<file path="src/pkg/pils_params.svh">
`ifndef PILS_PARAMS_SVH
`define PILS_PARAMS_SVH

// major opcodes
`define OPC_IMM_LOAD 7'h0B
`define OPC_CUSTOM 7'h2B

// funct3 codes
`define F3_B 3'h0
`define F3_H 3'h1
`define F3_W 3'h2
`define F3_RR 3'h3
`define F3_BU 3'h4
`define F3_HU 3'h5

// funct7: post-increment register-register loads
`define F7_PL_B 7'h00
`define F7_PL_BU 7'h08
`define F7_PL_H 7'h01
`define F7_PL_HU 7'h09
`define F7_PL_W 7'h02
// funct7: indexed loads
`define F7_IL_B 7'h04
`define F7_IL_BU 7'h0C
`define F7_IL_H 7'h05
`define F7_IL_HU 7'h0D
`define F7_IL_W 7'h06
// funct7: post-increment register-register stores
`define F7_PS_B 7'h10
`define F7_PS_H 7'h11
`define F7_PS_W 7'h12
// funct7: indexed stores
`define F7_IS_B 7'h14
`define F7_IS_H 7'h15
`define F7_IS_W 7'h16

// reset values
`define RST_READY 1'b1
`define RST_WORD 32'h0000_0000

`endif

</file>
<file path="src/pkg/pils_pkg.sv">
package pils_pkg;

  typedef enum logic [1:0] {
    SZ_BYTE = 2'h0,
    SZ_HALF = 2'h1,
    SZ_WORD = 2'h2
  } size_t;

  typedef enum logic [1:0] {
    AM_POST_IMM = 2'h0,
    AM_POST_REG = 2'h1,
    AM_INDEX = 2'h2
  } addr_mode_t;

  typedef enum logic [5:0] {
    ST_IDLE = 6'b000001,
    ST_READ = 6'b000010,
    ST_MEM = 6'b000100,
    ST_WAIT = 6'b001000,
    ST_WBASE = 6'b010000,
    ST_WLOAD = 6'b100000
  } state_t;

  typedef struct packed {
    logic ok;
    logic is_load;
    size_t size;
    logic uns;
    addr_mode_t mode;
    logic [4:0] rd;
    logic [4:0] rs1;
    logic [4:0] rs2;
    logic [4:0] rs3;
    logic [31:0] imm;
  } dec_t;

  typedef struct packed {
    logic req;
    logic we;
    logic [3:0] be;
    logic [31:0] addr;
    logic [31:0] wdata;
  } dmem_req_t;

  typedef struct packed {
    logic we;
    logic [4:0] addr;
    logic [31:0] data;
  } rf_wr_t;

endpackage

</file>
<file path="src/rtl/post_increment_load_store_decode.sv">
// How it works
// - post-increment: access at old base, then write base plus offset back
// - base always from rs1; offset from immediate or a second register
// - custom encodings decode only when the enable parameter equals 1
// - same destination and base on post-increment load: loaded data wins
// - immediate post-increment loads: b/bu/h/hu/w at rs1, rs1 += sext imm
// - register post-increment loads: b/bu/h/hu/w at rs1, rs1 += rs2
// - indexed loads read at rs1 plus rs2, rs1 unchanged
// - opcode 0001011, imm in 31:20, funct3 selects size and sign
// - opcode 0101011 funct3 011, rs2 offset for loads, rs3 for stores, funct7 selects variant
// - immediate post-increment stores: split immediate, funct3 000/001/010
// - register post-increment stores: rs3 in 11:7, funct7 0010000..0010010
// - indexed stores write rs2 at rs1 plus rs3, rs1 unchanged
`timescale 1ns/10ps
`default_nettype none
`include "pils_params.svh"

module post_increment_load_store_decode #(
  parameter bit CUSTOM_EXTENSION_ENABLE_PARAM = 1'b1
) (
  input wire logic REF_CLK,
  input wire logic NRST,
  input wire logic INSTR_VALID,
  input wire logic [31:0] INSTR,
  output logic INSTR_READY,
  output logic [4:0] RF_RADDR_A,
  output logic [4:0] RF_RADDR_B,
  output logic [4:0] RF_RADDR_C,
  input wire logic [31:0] RF_RDATA_A,
  input wire logic [31:0] RF_RDATA_B,
  input wire logic [31:0] RF_RDATA_C,
  output pils_pkg::dmem_req_t DMEM_REQ,
  input wire logic DMEM_GNT,
  input wire logic DMEM_RVALID,
  input wire logic [31:0] DMEM_RDATA,
  output pils_pkg::rf_wr_t RF_WR,
  output logic DONE,
  output logic ILLEGAL
);
  import pils_pkg::*;

  state_t state_r, state_nxt;
  dec_t dec_r, dec_nxt, dec_in;
  dmem_req_t mem_r, mem_nxt;
  rf_wr_t rf_r, rf_nxt;
  logic ready_r, ready_nxt;
  logic done_r, done_nxt;
  logic illegal_r, illegal_nxt;
  logic [31:0] off_r, off_nxt;
  logic [31:0] base_r, base_nxt;
  logic [31:0] load_r, load_nxt;
  logic [31:0] offv;
  logic [31:0] ea;
  logic [31:0] ld;
  logic wb_base;
  logic wb_load;

  function automatic dec_t rr(input dec_t d, input logic ld_i, input addr_mode_t m,
                              input size_t s, input logic u);
    dec_t r;
    r = d;
    r.ok = 1'b1;
    r.is_load = ld_i;
    r.mode = m;
    r.size = s;
    r.uns = u;
    return r;
  endfunction

  function automatic dec_t decode(input logic [31:0] i);
    dec_t d;
    d = '0;
    d.rd = i[11:7];
    d.rs1 = i[19:15];
    d.rs2 = i[24:20];
    d.rs3 = i[11:7];
    if (i[6:0] == `OPC_IMM_LOAD) begin
      d.imm = {{20{i[31]}}, i[31:20]};
      unique case (i[14:12])
        `F3_B: d = rr(d, 1'b1, AM_POST_IMM, SZ_BYTE, 1'b0);
        `F3_BU: d = rr(d, 1'b1, AM_POST_IMM, SZ_BYTE, 1'b1);
        `F3_H: d = rr(d, 1'b1, AM_POST_IMM, SZ_HALF, 1'b0);
        `F3_HU: d = rr(d, 1'b1, AM_POST_IMM, SZ_HALF, 1'b1);
        `F3_W: d = rr(d, 1'b1, AM_POST_IMM, SZ_WORD, 1'b0);
        default: d.ok = 1'b0;
      endcase
    end else if (i[6:0] == `OPC_CUSTOM) begin
      d.imm = {{20{i[31]}}, i[31:25], i[11:7]};
      unique case (i[14:12])
        `F3_B: d = rr(d, 1'b0, AM_POST_IMM, SZ_BYTE, 1'b0);
        `F3_H: d = rr(d, 1'b0, AM_POST_IMM, SZ_HALF, 1'b0);
        `F3_W: d = rr(d, 1'b0, AM_POST_IMM, SZ_WORD, 1'b0);
        `F3_RR: begin
          unique case (i[31:25])
            `F7_PL_B: d = rr(d, 1'b1, AM_POST_REG, SZ_BYTE, 1'b0);
            `F7_PL_BU: d = rr(d, 1'b1, AM_POST_REG, SZ_BYTE, 1'b1);
            `F7_PL_H: d = rr(d, 1'b1, AM_POST_REG, SZ_HALF, 1'b0);
            `F7_PL_HU: d = rr(d, 1'b1, AM_POST_REG, SZ_HALF, 1'b1);
            `F7_PL_W: d = rr(d, 1'b1, AM_POST_REG, SZ_WORD, 1'b0);
            `F7_IL_B: d = rr(d, 1'b1, AM_INDEX, SZ_BYTE, 1'b0);
            `F7_IL_BU: d = rr(d, 1'b1, AM_INDEX, SZ_BYTE, 1'b1);
            `F7_IL_H: d = rr(d, 1'b1, AM_INDEX, SZ_HALF, 1'b0);
            `F7_IL_HU: d = rr(d, 1'b1, AM_INDEX, SZ_HALF, 1'b1);
            `F7_IL_W: d = rr(d, 1'b1, AM_INDEX, SZ_WORD, 1'b0);
            `F7_PS_B: d = rr(d, 1'b0, AM_POST_REG, SZ_BYTE, 1'b0);
            `F7_PS_H: d = rr(d, 1'b0, AM_POST_REG, SZ_HALF, 1'b0);
            `F7_PS_W: d = rr(d, 1'b0, AM_POST_REG, SZ_WORD, 1'b0);
            `F7_IS_B: d = rr(d, 1'b0, AM_INDEX, SZ_BYTE, 1'b0);
            `F7_IS_H: d = rr(d, 1'b0, AM_INDEX, SZ_HALF, 1'b0);
            `F7_IS_W: d = rr(d, 1'b0, AM_INDEX, SZ_WORD, 1'b0);
            default: d.ok = 1'b0;
          endcase
        end
        default: d.ok = 1'b0;
      endcase
    end
    d.ok = d.ok & (CUSTOM_EXTENSION_ENABLE_PARAM == 1'b1);
    return d;
  endfunction

  // misaligned half or word accesses are forced onto their natural lane
  function automatic logic [1:0] lane(input size_t s, input logic [1:0] a);
    logic [1:0] l;
    l = 2'h0;
    if (s == SZ_BYTE) begin
      l = a;
    end else if (s == SZ_HALF) begin
      l = {a[1], 1'b0};
    end
    return l;
  endfunction

  function automatic logic [3:0] strobes(input size_t s, input logic [1:0] a);
    logic [3:0] b;
    b = 4'hF;
    if (s == SZ_BYTE) begin
      b = 4'h1 << lane(s, a);
    end else if (s == SZ_HALF) begin
      b = 4'h3 << lane(s, a);
    end
    return b;
  endfunction

  function automatic logic [31:0] pack_store(input size_t s, input logic [31:0] v);
    logic [31:0] w;
    // replicated so whichever lane the strobes pick carries the data
    w = (s == SZ_BYTE) ? {4{v[7:0]}} : ((s == SZ_HALF) ? {2{v[15:0]}} : v);
    return w;
  endfunction

  function automatic logic [31:0] extract(input logic [31:0] w, input logic [1:0] a,
                                          input size_t s, input logic u);
    logic [31:0] sh;
    logic [31:0] r;
    sh = w >> {lane(s, a), 3'h0};
    r = sh;
    if (s == SZ_BYTE) begin
      r = {{24{sh[7] & ~u}}, sh[7:0]};
    end else if (s == SZ_HALF) begin
      r = {{16{sh[15] & ~u}}, sh[15:0]};
    end
    return r;
  endfunction

  always_comb begin
    state_nxt = state_r;
    dec_nxt = dec_r;
    mem_nxt = mem_r;
    ready_nxt = ready_r;
    off_nxt = off_r;
    base_nxt = base_r;
    load_nxt = load_r;
    rf_nxt = '0;
    done_nxt = 1'b0;
    illegal_nxt = 1'b0;
    dec_in = decode(INSTR);
    // loads take the register offset from rs2, stores from rs3
    offv = (dec_r.mode == AM_POST_IMM) ? dec_r.imm :
           (dec_r.is_load ? RF_RDATA_B : RF_RDATA_C);
    ea = (dec_r.mode == AM_INDEX) ? RF_RDATA_A + offv : RF_RDATA_A;
    ld = extract(DMEM_RDATA, mem_r.addr[1:0], dec_r.size, dec_r.uns);
    // base write skipped when the load lands in the same register
    wb_base = (dec_r.mode != AM_INDEX) && (dec_r.rs1 != 5'h00) &&
              !(dec_r.is_load && (dec_r.rd == dec_r.rs1));
    wb_load = dec_r.is_load && (dec_r.rd != 5'h00);
    unique case (state_r)
      ST_IDLE: begin
        if (INSTR_VALID && ready_r) begin
          if (dec_in.ok) begin
            dec_nxt = dec_in;
            ready_nxt = 1'b0;
            state_nxt = ST_READ;
          end else begin
            illegal_nxt = 1'b1;
          end
        end
      end
      ST_READ: begin
        off_nxt = offv;
        base_nxt = RF_RDATA_A + offv;
        mem_nxt.req = 1'b1;
        mem_nxt.we = !dec_r.is_load;
        mem_nxt.addr = ea;
        mem_nxt.be = strobes(dec_r.size, ea[1:0]);
        mem_nxt.wdata = pack_store(dec_r.size, RF_RDATA_B);
        state_nxt = ST_MEM;
      end
      ST_MEM: begin
        if (DMEM_GNT) begin
          mem_nxt.req = 1'b0;
          if (dec_r.is_load) begin
            state_nxt = ST_WAIT;
          end else if (wb_base) begin
            rf_nxt = '{we: 1'b1, addr: dec_r.rs1, data: base_r};
            state_nxt = ST_WBASE;
          end else begin
            done_nxt = 1'b1;
            ready_nxt = 1'b1;
            state_nxt = ST_IDLE;
          end
        end
      end
      ST_WAIT: begin
        if (DMEM_RVALID) begin
          load_nxt = ld;
          if (wb_base) begin
            rf_nxt = '{we: 1'b1, addr: dec_r.rs1, data: base_r};
            state_nxt = ST_WBASE;
          end else if (wb_load) begin
            rf_nxt = '{we: 1'b1, addr: dec_r.rd, data: ld};
            state_nxt = ST_WLOAD;
          end else begin
            done_nxt = 1'b1;
            ready_nxt = 1'b1;
            state_nxt = ST_IDLE;
          end
        end
      end
      ST_WBASE: begin
        if (wb_load) begin
          rf_nxt = '{we: 1'b1, addr: dec_r.rd, data: load_r};
          state_nxt = ST_WLOAD;
        end else begin
          done_nxt = 1'b1;
          ready_nxt = 1'b1;
          state_nxt = ST_IDLE;
        end
      end
      ST_WLOAD: begin
        done_nxt = 1'b1;
        ready_nxt = 1'b1;
        state_nxt = ST_IDLE;
      end
    endcase
  end

  always_ff @(posedge REF_CLK or negedge NRST) begin
    if (!NRST) begin
      state_r <= ST_IDLE;
      dec_r <= '0;
      mem_r <= '0;
      rf_r <= '0;
      ready_r <= `RST_READY;
      done_r <= 1'b0;
      illegal_r <= 1'b0;
      off_r <= `RST_WORD;
      base_r <= `RST_WORD;
      load_r <= `RST_WORD;
    end else begin
      state_r <= state_nxt;
      dec_r <= dec_nxt;
      mem_r <= mem_nxt;
      rf_r <= rf_nxt;
      ready_r <= ready_nxt;
      done_r <= done_nxt;
      illegal_r <= illegal_nxt;
      off_r <= off_nxt;
      base_r <= base_nxt;
      load_r <= load_nxt;
    end
  end

  assign INSTR_READY = ready_r;
  assign RF_RADDR_A = dec_r.rs1;
  assign RF_RADDR_B = dec_r.rs2;
  assign RF_RADDR_C = dec_r.rs3;
  assign DMEM_REQ = mem_r;
  assign RF_WR = rf_r;
  assign DONE = done_r;
  assign ILLEGAL = illegal_r;

  AST_DISABLED_NO_ACCESS: assert property (
    @(posedge REF_CLK) disable iff (!NRST)
    (CUSTOM_EXTENSION_ENABLE_PARAM == 1'b0) |-> !mem_r.req && !rf_r.we)
    else $error("access made while extension disabled");
  AST_REJECT_ILLEGAL: assert property (
    @(posedge REF_CLK) disable iff (!NRST)
    (state_r == ST_IDLE && INSTR_VALID && ready_r && !dec_in.ok)
    |=> ILLEGAL && $stable(state_r) ##1 (ILLEGAL == $past(INSTR_VALID && !dec_in.ok)))
    else $error("illegal encoding not flagged for one cycle");
  AST_POST_ADDR_IS_BASE: assert property (
    @(posedge REF_CLK) disable iff (!NRST)
    (state_r == ST_READ && dec_r.mode != AM_INDEX)
    |=> mem_r.req && mem_r.addr == $past(RF_RDATA_A))
    else $error("post-increment access not at base");
  AST_INDEX_ADDR: assert property (
    @(posedge REF_CLK) disable iff (!NRST)
    (state_r == ST_READ && dec_r.mode == AM_INDEX)
    |=> mem_r.addr == $past(RF_RDATA_A) + off_r)
    else $error("indexed access address wrong");
  AST_INDEX_KEEPS_BASE: assert property (
    @(posedge REF_CLK) disable iff (!NRST)
    (dec_r.mode == AM_INDEX) |-> state_r != ST_WBASE)
    else $error("indexed access wrote the base register");
  AST_BASE_WRITEBACK: assert property (
    @(posedge REF_CLK) disable iff (!NRST)
    (state_r == ST_WBASE)
    |-> rf_r.we && rf_r.addr == dec_r.rs1 && rf_r.data == mem_r.addr + off_r)
    else $error("base write-back value wrong");
  AST_LOAD_WINS: assert property (
    @(posedge REF_CLK) disable iff (!NRST)
    (state_r == ST_WAIT && DMEM_RVALID && dec_r.rd == dec_r.rs1 && dec_r.rd != 5'h00)
    |=> state_r == ST_WLOAD && rf_r.addr == dec_r.rd ##1 done_r)
    else $error("same-register load did not keep loaded data");
  AST_REQ_HELD: assert property (
    @(posedge REF_CLK) disable iff (!NRST)
    (mem_r.req && !DMEM_GNT) |=> mem_r.req && $stable(mem_r.addr) && $stable(mem_r.be))
    else $error("memory request dropped before grant");
  AST_STORE_STROBES: assert property (
    @(posedge REF_CLK) disable iff (!NRST)
    (mem_r.req && mem_r.we && dec_r.size == SZ_HALF) |-> $countones(mem_r.be) == 2)
    else $error("halfword store strobes wrong");

endmodule

`default_nettype wire

</file>
<file path="config.mk">
export PLATFORM = sky130hd
export DESIGN_NAME = post_increment_load_store_decode
export DESIGN_NICKNAME = d
export VERILOG_FILES = /design/src/pkg/pils_pkg.sv /design/src/rtl/post_increment_load_store_decode.sv
export VERILOG_INCLUDE_DIRS = /design/src /design/src/pkg
export SDC_FILE = /design/constraint.sdc
export NUM_CORES = 1
export LEC_CHECK = 0
export BUFFER_PORTS_ARGS = -buffer_cell sky130_fd_sc_hd__buf_4
export CAP_MARGIN = 20
export CORE_MARGIN = 10
export CORE_UTILIZATION = 49
export CTS_CLUSTER_SIZE = 40
export DETAILED_ROUTE_END_ITERATION = 10
export PLACE_DENSITY_LB_ADDON = 0.1
export SYNTH_ARGS = -nofsm -noshare
export SYNTH_HDL_FRONTEND = slang
export SYNTH_SLANG_ARGS = --single-unit
</file>
<file path="constraint.sdc">
create_clock -name REF_CLK -period 4.3 [get_ports REF_CLK]
set_clock_uncertainty 0.05 [all_clocks]
set_input_delay 0.43 -clock REF_CLK [delete_from_list [all_inputs] [get_ports REF_CLK]]
set_output_delay 0.43 -clock REF_CLK [all_outputs]
set_load 0.02 [all_outputs]
</file>
==> metrics.yaml <==
status: "finished with violations"
violations: "negative hold slack"
clkSinkCount: 214
diodes: 0
yosysMostFrequentCell: "nand2_1"
leakagePower_uw: 0.007557
synth.distinct_cells: 73
dp_hpwl_um: 33320
ios: 291
gr-total-overflow: 0
gp_congestion: 0.9900
rsz0062_at_grt: "no"
synthTopCellsByArea: "dfrtp_1 44%, nand2_1 7.8%, o21ai_0 5.4%, mux2i_1 5.4%, a21oi_1 5.2%"
dieWidth_um: 177.4
power.share.switching_pct: 37.88
cts_tree: "yes"
cp_max_fo: 20
setup_violations: 0
clk_pin_slew_ns: 0.06
hold_slack_ns: -0.03337
crit_type: "reg -> reg"
antenna_found_initial: 1
power_frac_clock_pct: 27.0
maxCapViolations: 0
layout.filler_cells: 2081
final_cells: 1904
intPower_uw: 4938
first_pass_iters: 5
syn2layout_area_growth_pct: 25.65
r2r-start: "dec_r[52]"
fmax_mhz: 260.3
fin_crit_sh_pct: 89.35
coreArea_mm2: 0.02432
critPathArrivalTime_ns: 4.20
period_minus_slack_ns: 3.842
row_count: 57
dieArea_mm2: 0.03148
synth_seq_cells: 214
avgSynthCellArea_um2: 9.192
port_buffers: 290
die_y_um: 177.4
p_seq_share_pct: 36.7
yosys_warnings: 0
worstReg2RegEnd: "DMEM_REQ[61]"
cts_hold_buf: 0
p_sw_uw: 3011
cp-start-kind: "flip-flop"
track_usage_pct: 26.26
grt_max_degree: 122
synth_common_cells: "252 x nand2_1, 212 x dfrtp_1, 131 x o21ai_0, 125 x a21oi_1, 91 x nor2_1"
drc: 0
synth_area_mm2: 0.01214
drtAntennaViolNets: 0
synthCells: 1321
cts_resized: 0
cp-end-kind: "flip-flop"
drt_iter0_drc: 1020
dp.cells: 1858
root_buffer: "clkbuf_16"
clk_latency_ns: 0.51
cts_buffers: 25
hp-class: "in -> async"
start_util_pct: 49.93
avgViaCountPerCell: 5.651
ir_drop_mv: 0.3757
synthesis.nets: 1518
comb_power_share_pct: 36.2
synth_ff_type: "dfrtp_1"
slew_violations: 0
required_ns: 4.66
drive_above_1_share_pct: 26.84
finalHoldViolations: 14
fin_nets: 1759
yosysSeqAreaShare_pct: 44.12
reg2reg_slack_ns: 0.46
ys_async_sr_fraction_pct: 100.0
worstMarginPinSlew_ns: 0.9849
vias: 10760
power_density_mw_per_mm2: 521.0
fin_tns_setup_ns: 0
cts_setup_buffers: 0
max_slew_margin_pct: 34.18
r2r_cells: 13
synth_top_area_share_pct: 43.69
wire_per_inst_um: 22.58
grt_pass1_vias: 10950
synth_area_leader_cell: "dfrtp_1"
synth-edff-count: 0
cts_max_path_buffers: 3
cts_max_level: 1
grt_pass1_wl_um: 64600
routed_wl_um: 43000
==> worst max-delay path, cell delays in order, from the launching register on <==
cell      delay [ns]
dfrtp_1         0.40
or2_2           0.42
nor2_1          0.17
buf_4           0.27
a21oi_1         0.07
ha_1            0.41
o21a_1          0.22
o21ai_0         0.24
o21ai_1         0.11
or4_4           0.55
a41oi_4         0.26
o21bai_1        0.12
xnor2_1         0.16
a311oi_1        0.27
==> power by group through the flow <==
stage | sequential [uW] | combinational, uW | clock, uW
after floorplan | 3210 | 1310 | 0
after global placement | 2930 | 2860 | 0
after detailed placement | 2940 | 2900 | 0
after CTS | 2910 | 2900 | 2180
after global routing | 2970 | 3170 | 2260
final | 2920 | 2880 | 2150
==> final cells by class <==
type | count | area, um^2 | area share [%]
Multi-Input combinational cell | 987 | 6197 | 40.62
Sequential cell | 214 | 5360 | 35.13
Tap cell | 324 | 405.4 | 2.657
Inverter | 22 | 82.58 | 0.5413
Timing Repair Buffer | 312 | 2375 | 15.57
Clock inverter | 5 | 75.07 | 0.4920
Clock buffer | 40 | 762.0 | 4.994
==> state kept, by name, summed over array words and instances (netlist names) <==
| name | cells |
|---|---|
| DONE | 1 |
| load_r | 32 |
| INSTR_READY | 1 |
| RF_RADDR_A | 5 |
| dec_r | 23 |
| state_r | 6 |
| RF_WR | 38 |
| RF_RADDR_B | 5 |
| DMEM_REQ | 70 |
| ILLEGAL | 1 |
| base_r | 32 |
==> layer usage <==
layer  global-route usage [%]  vias up  wire, um
li1                         -     5127         -
met1                    33.86     5169     18230
met2                    44.14      409     20580
met3                    5.610       53      3228
met4                    6.322        2       942
met5                        0        -        13
==> per-stage QoR <==
| stage | worst slack, ns | area, um^2 | hold WS [ns] | power (uW) | util (%) |
|---|---|---|---|---|---|
| after floorplan | 0.5772 | 12140 | 0.08441 | 4522 | - |
| after global placement | 0.6728 | 14400 | 0.4072 | 5784 | 59.21 |
| after detailed placement | 0.5385 | 14400 | 0.4117 | 5833 | 59.21 |
| after CTS | 0.4946 | 15240 | 0.01443 | 7993 | 62.65 |
| after global routing | 0.3080 | 15260 | 0.02194 | 8399 | 62.74 |
| final | 0.4579 | 15260 | -0.03337 | 7949 | 62.74 |
==> logic make-up (layout without fill, tap and decap cells) <==
kind of cell | after synthesis | in the layout | share of synthesized area [%]
compound gates | 408 | 408 | 21.10
xor+xnor | 35 | 35 | 2.524
fa+ha+maj | 32 | 32 | 3.359
buf+inv | 120 | 379 | 5.039
flops | 214 | 214 | 44.12
mux | 89 | 89 | 8.666
simple gates | 423 | 423 | 15.19
==> placed cells by master (no fill, tap or decap), types with 11 or more instances in the layout <==
cell type | Yosys | routed
a221o_1 | 21 | 21
a21oi_1 | 125 | 125
a21o_1 | 17 | 17
ha_1 | 31 | 31
xnor2_1 | 24 | 24
mux2i_1 | 65 | 65
nor2_1 | 91 | 91
buf_4 | 17 | 309
mux2_4 | 14 | 14
a21oi_2 | 12 | 12
clkbuf_16 | 0 | 25
a31oi_1 | 13 | 13
o21a_1 | 18 | 18
xor2_1 | 11 | 11
o21ai_0 | 131 | 131
nand2_1 | 252 | 252
dfrtp_1 | 212 | 210
inv_1 | 22 | 22
==> how the worst max path moves through the flow <==
stage | cells past startpoint | end | slack, ns | from
finish | 13 | DMEM_REQ[61] | 0.46 | dec_r[52]
global route | 13 | base_r[31] | 0.31 | dec_r[52]
CTS | 13 | DMEM_REQ[61] | 0.49 | dec_r[52]
detailed placement | 13 | DMEM_REQ[61] | 0.54 | dec_r[52]
global placement | 14 | base_r[31] | 0.67 | dec_r[52]
floorplan | 14 | DMEM_REQ[58] | 0.58 | dec_r[57]
No activity file was read; power rests on OpenSTA's default activity.
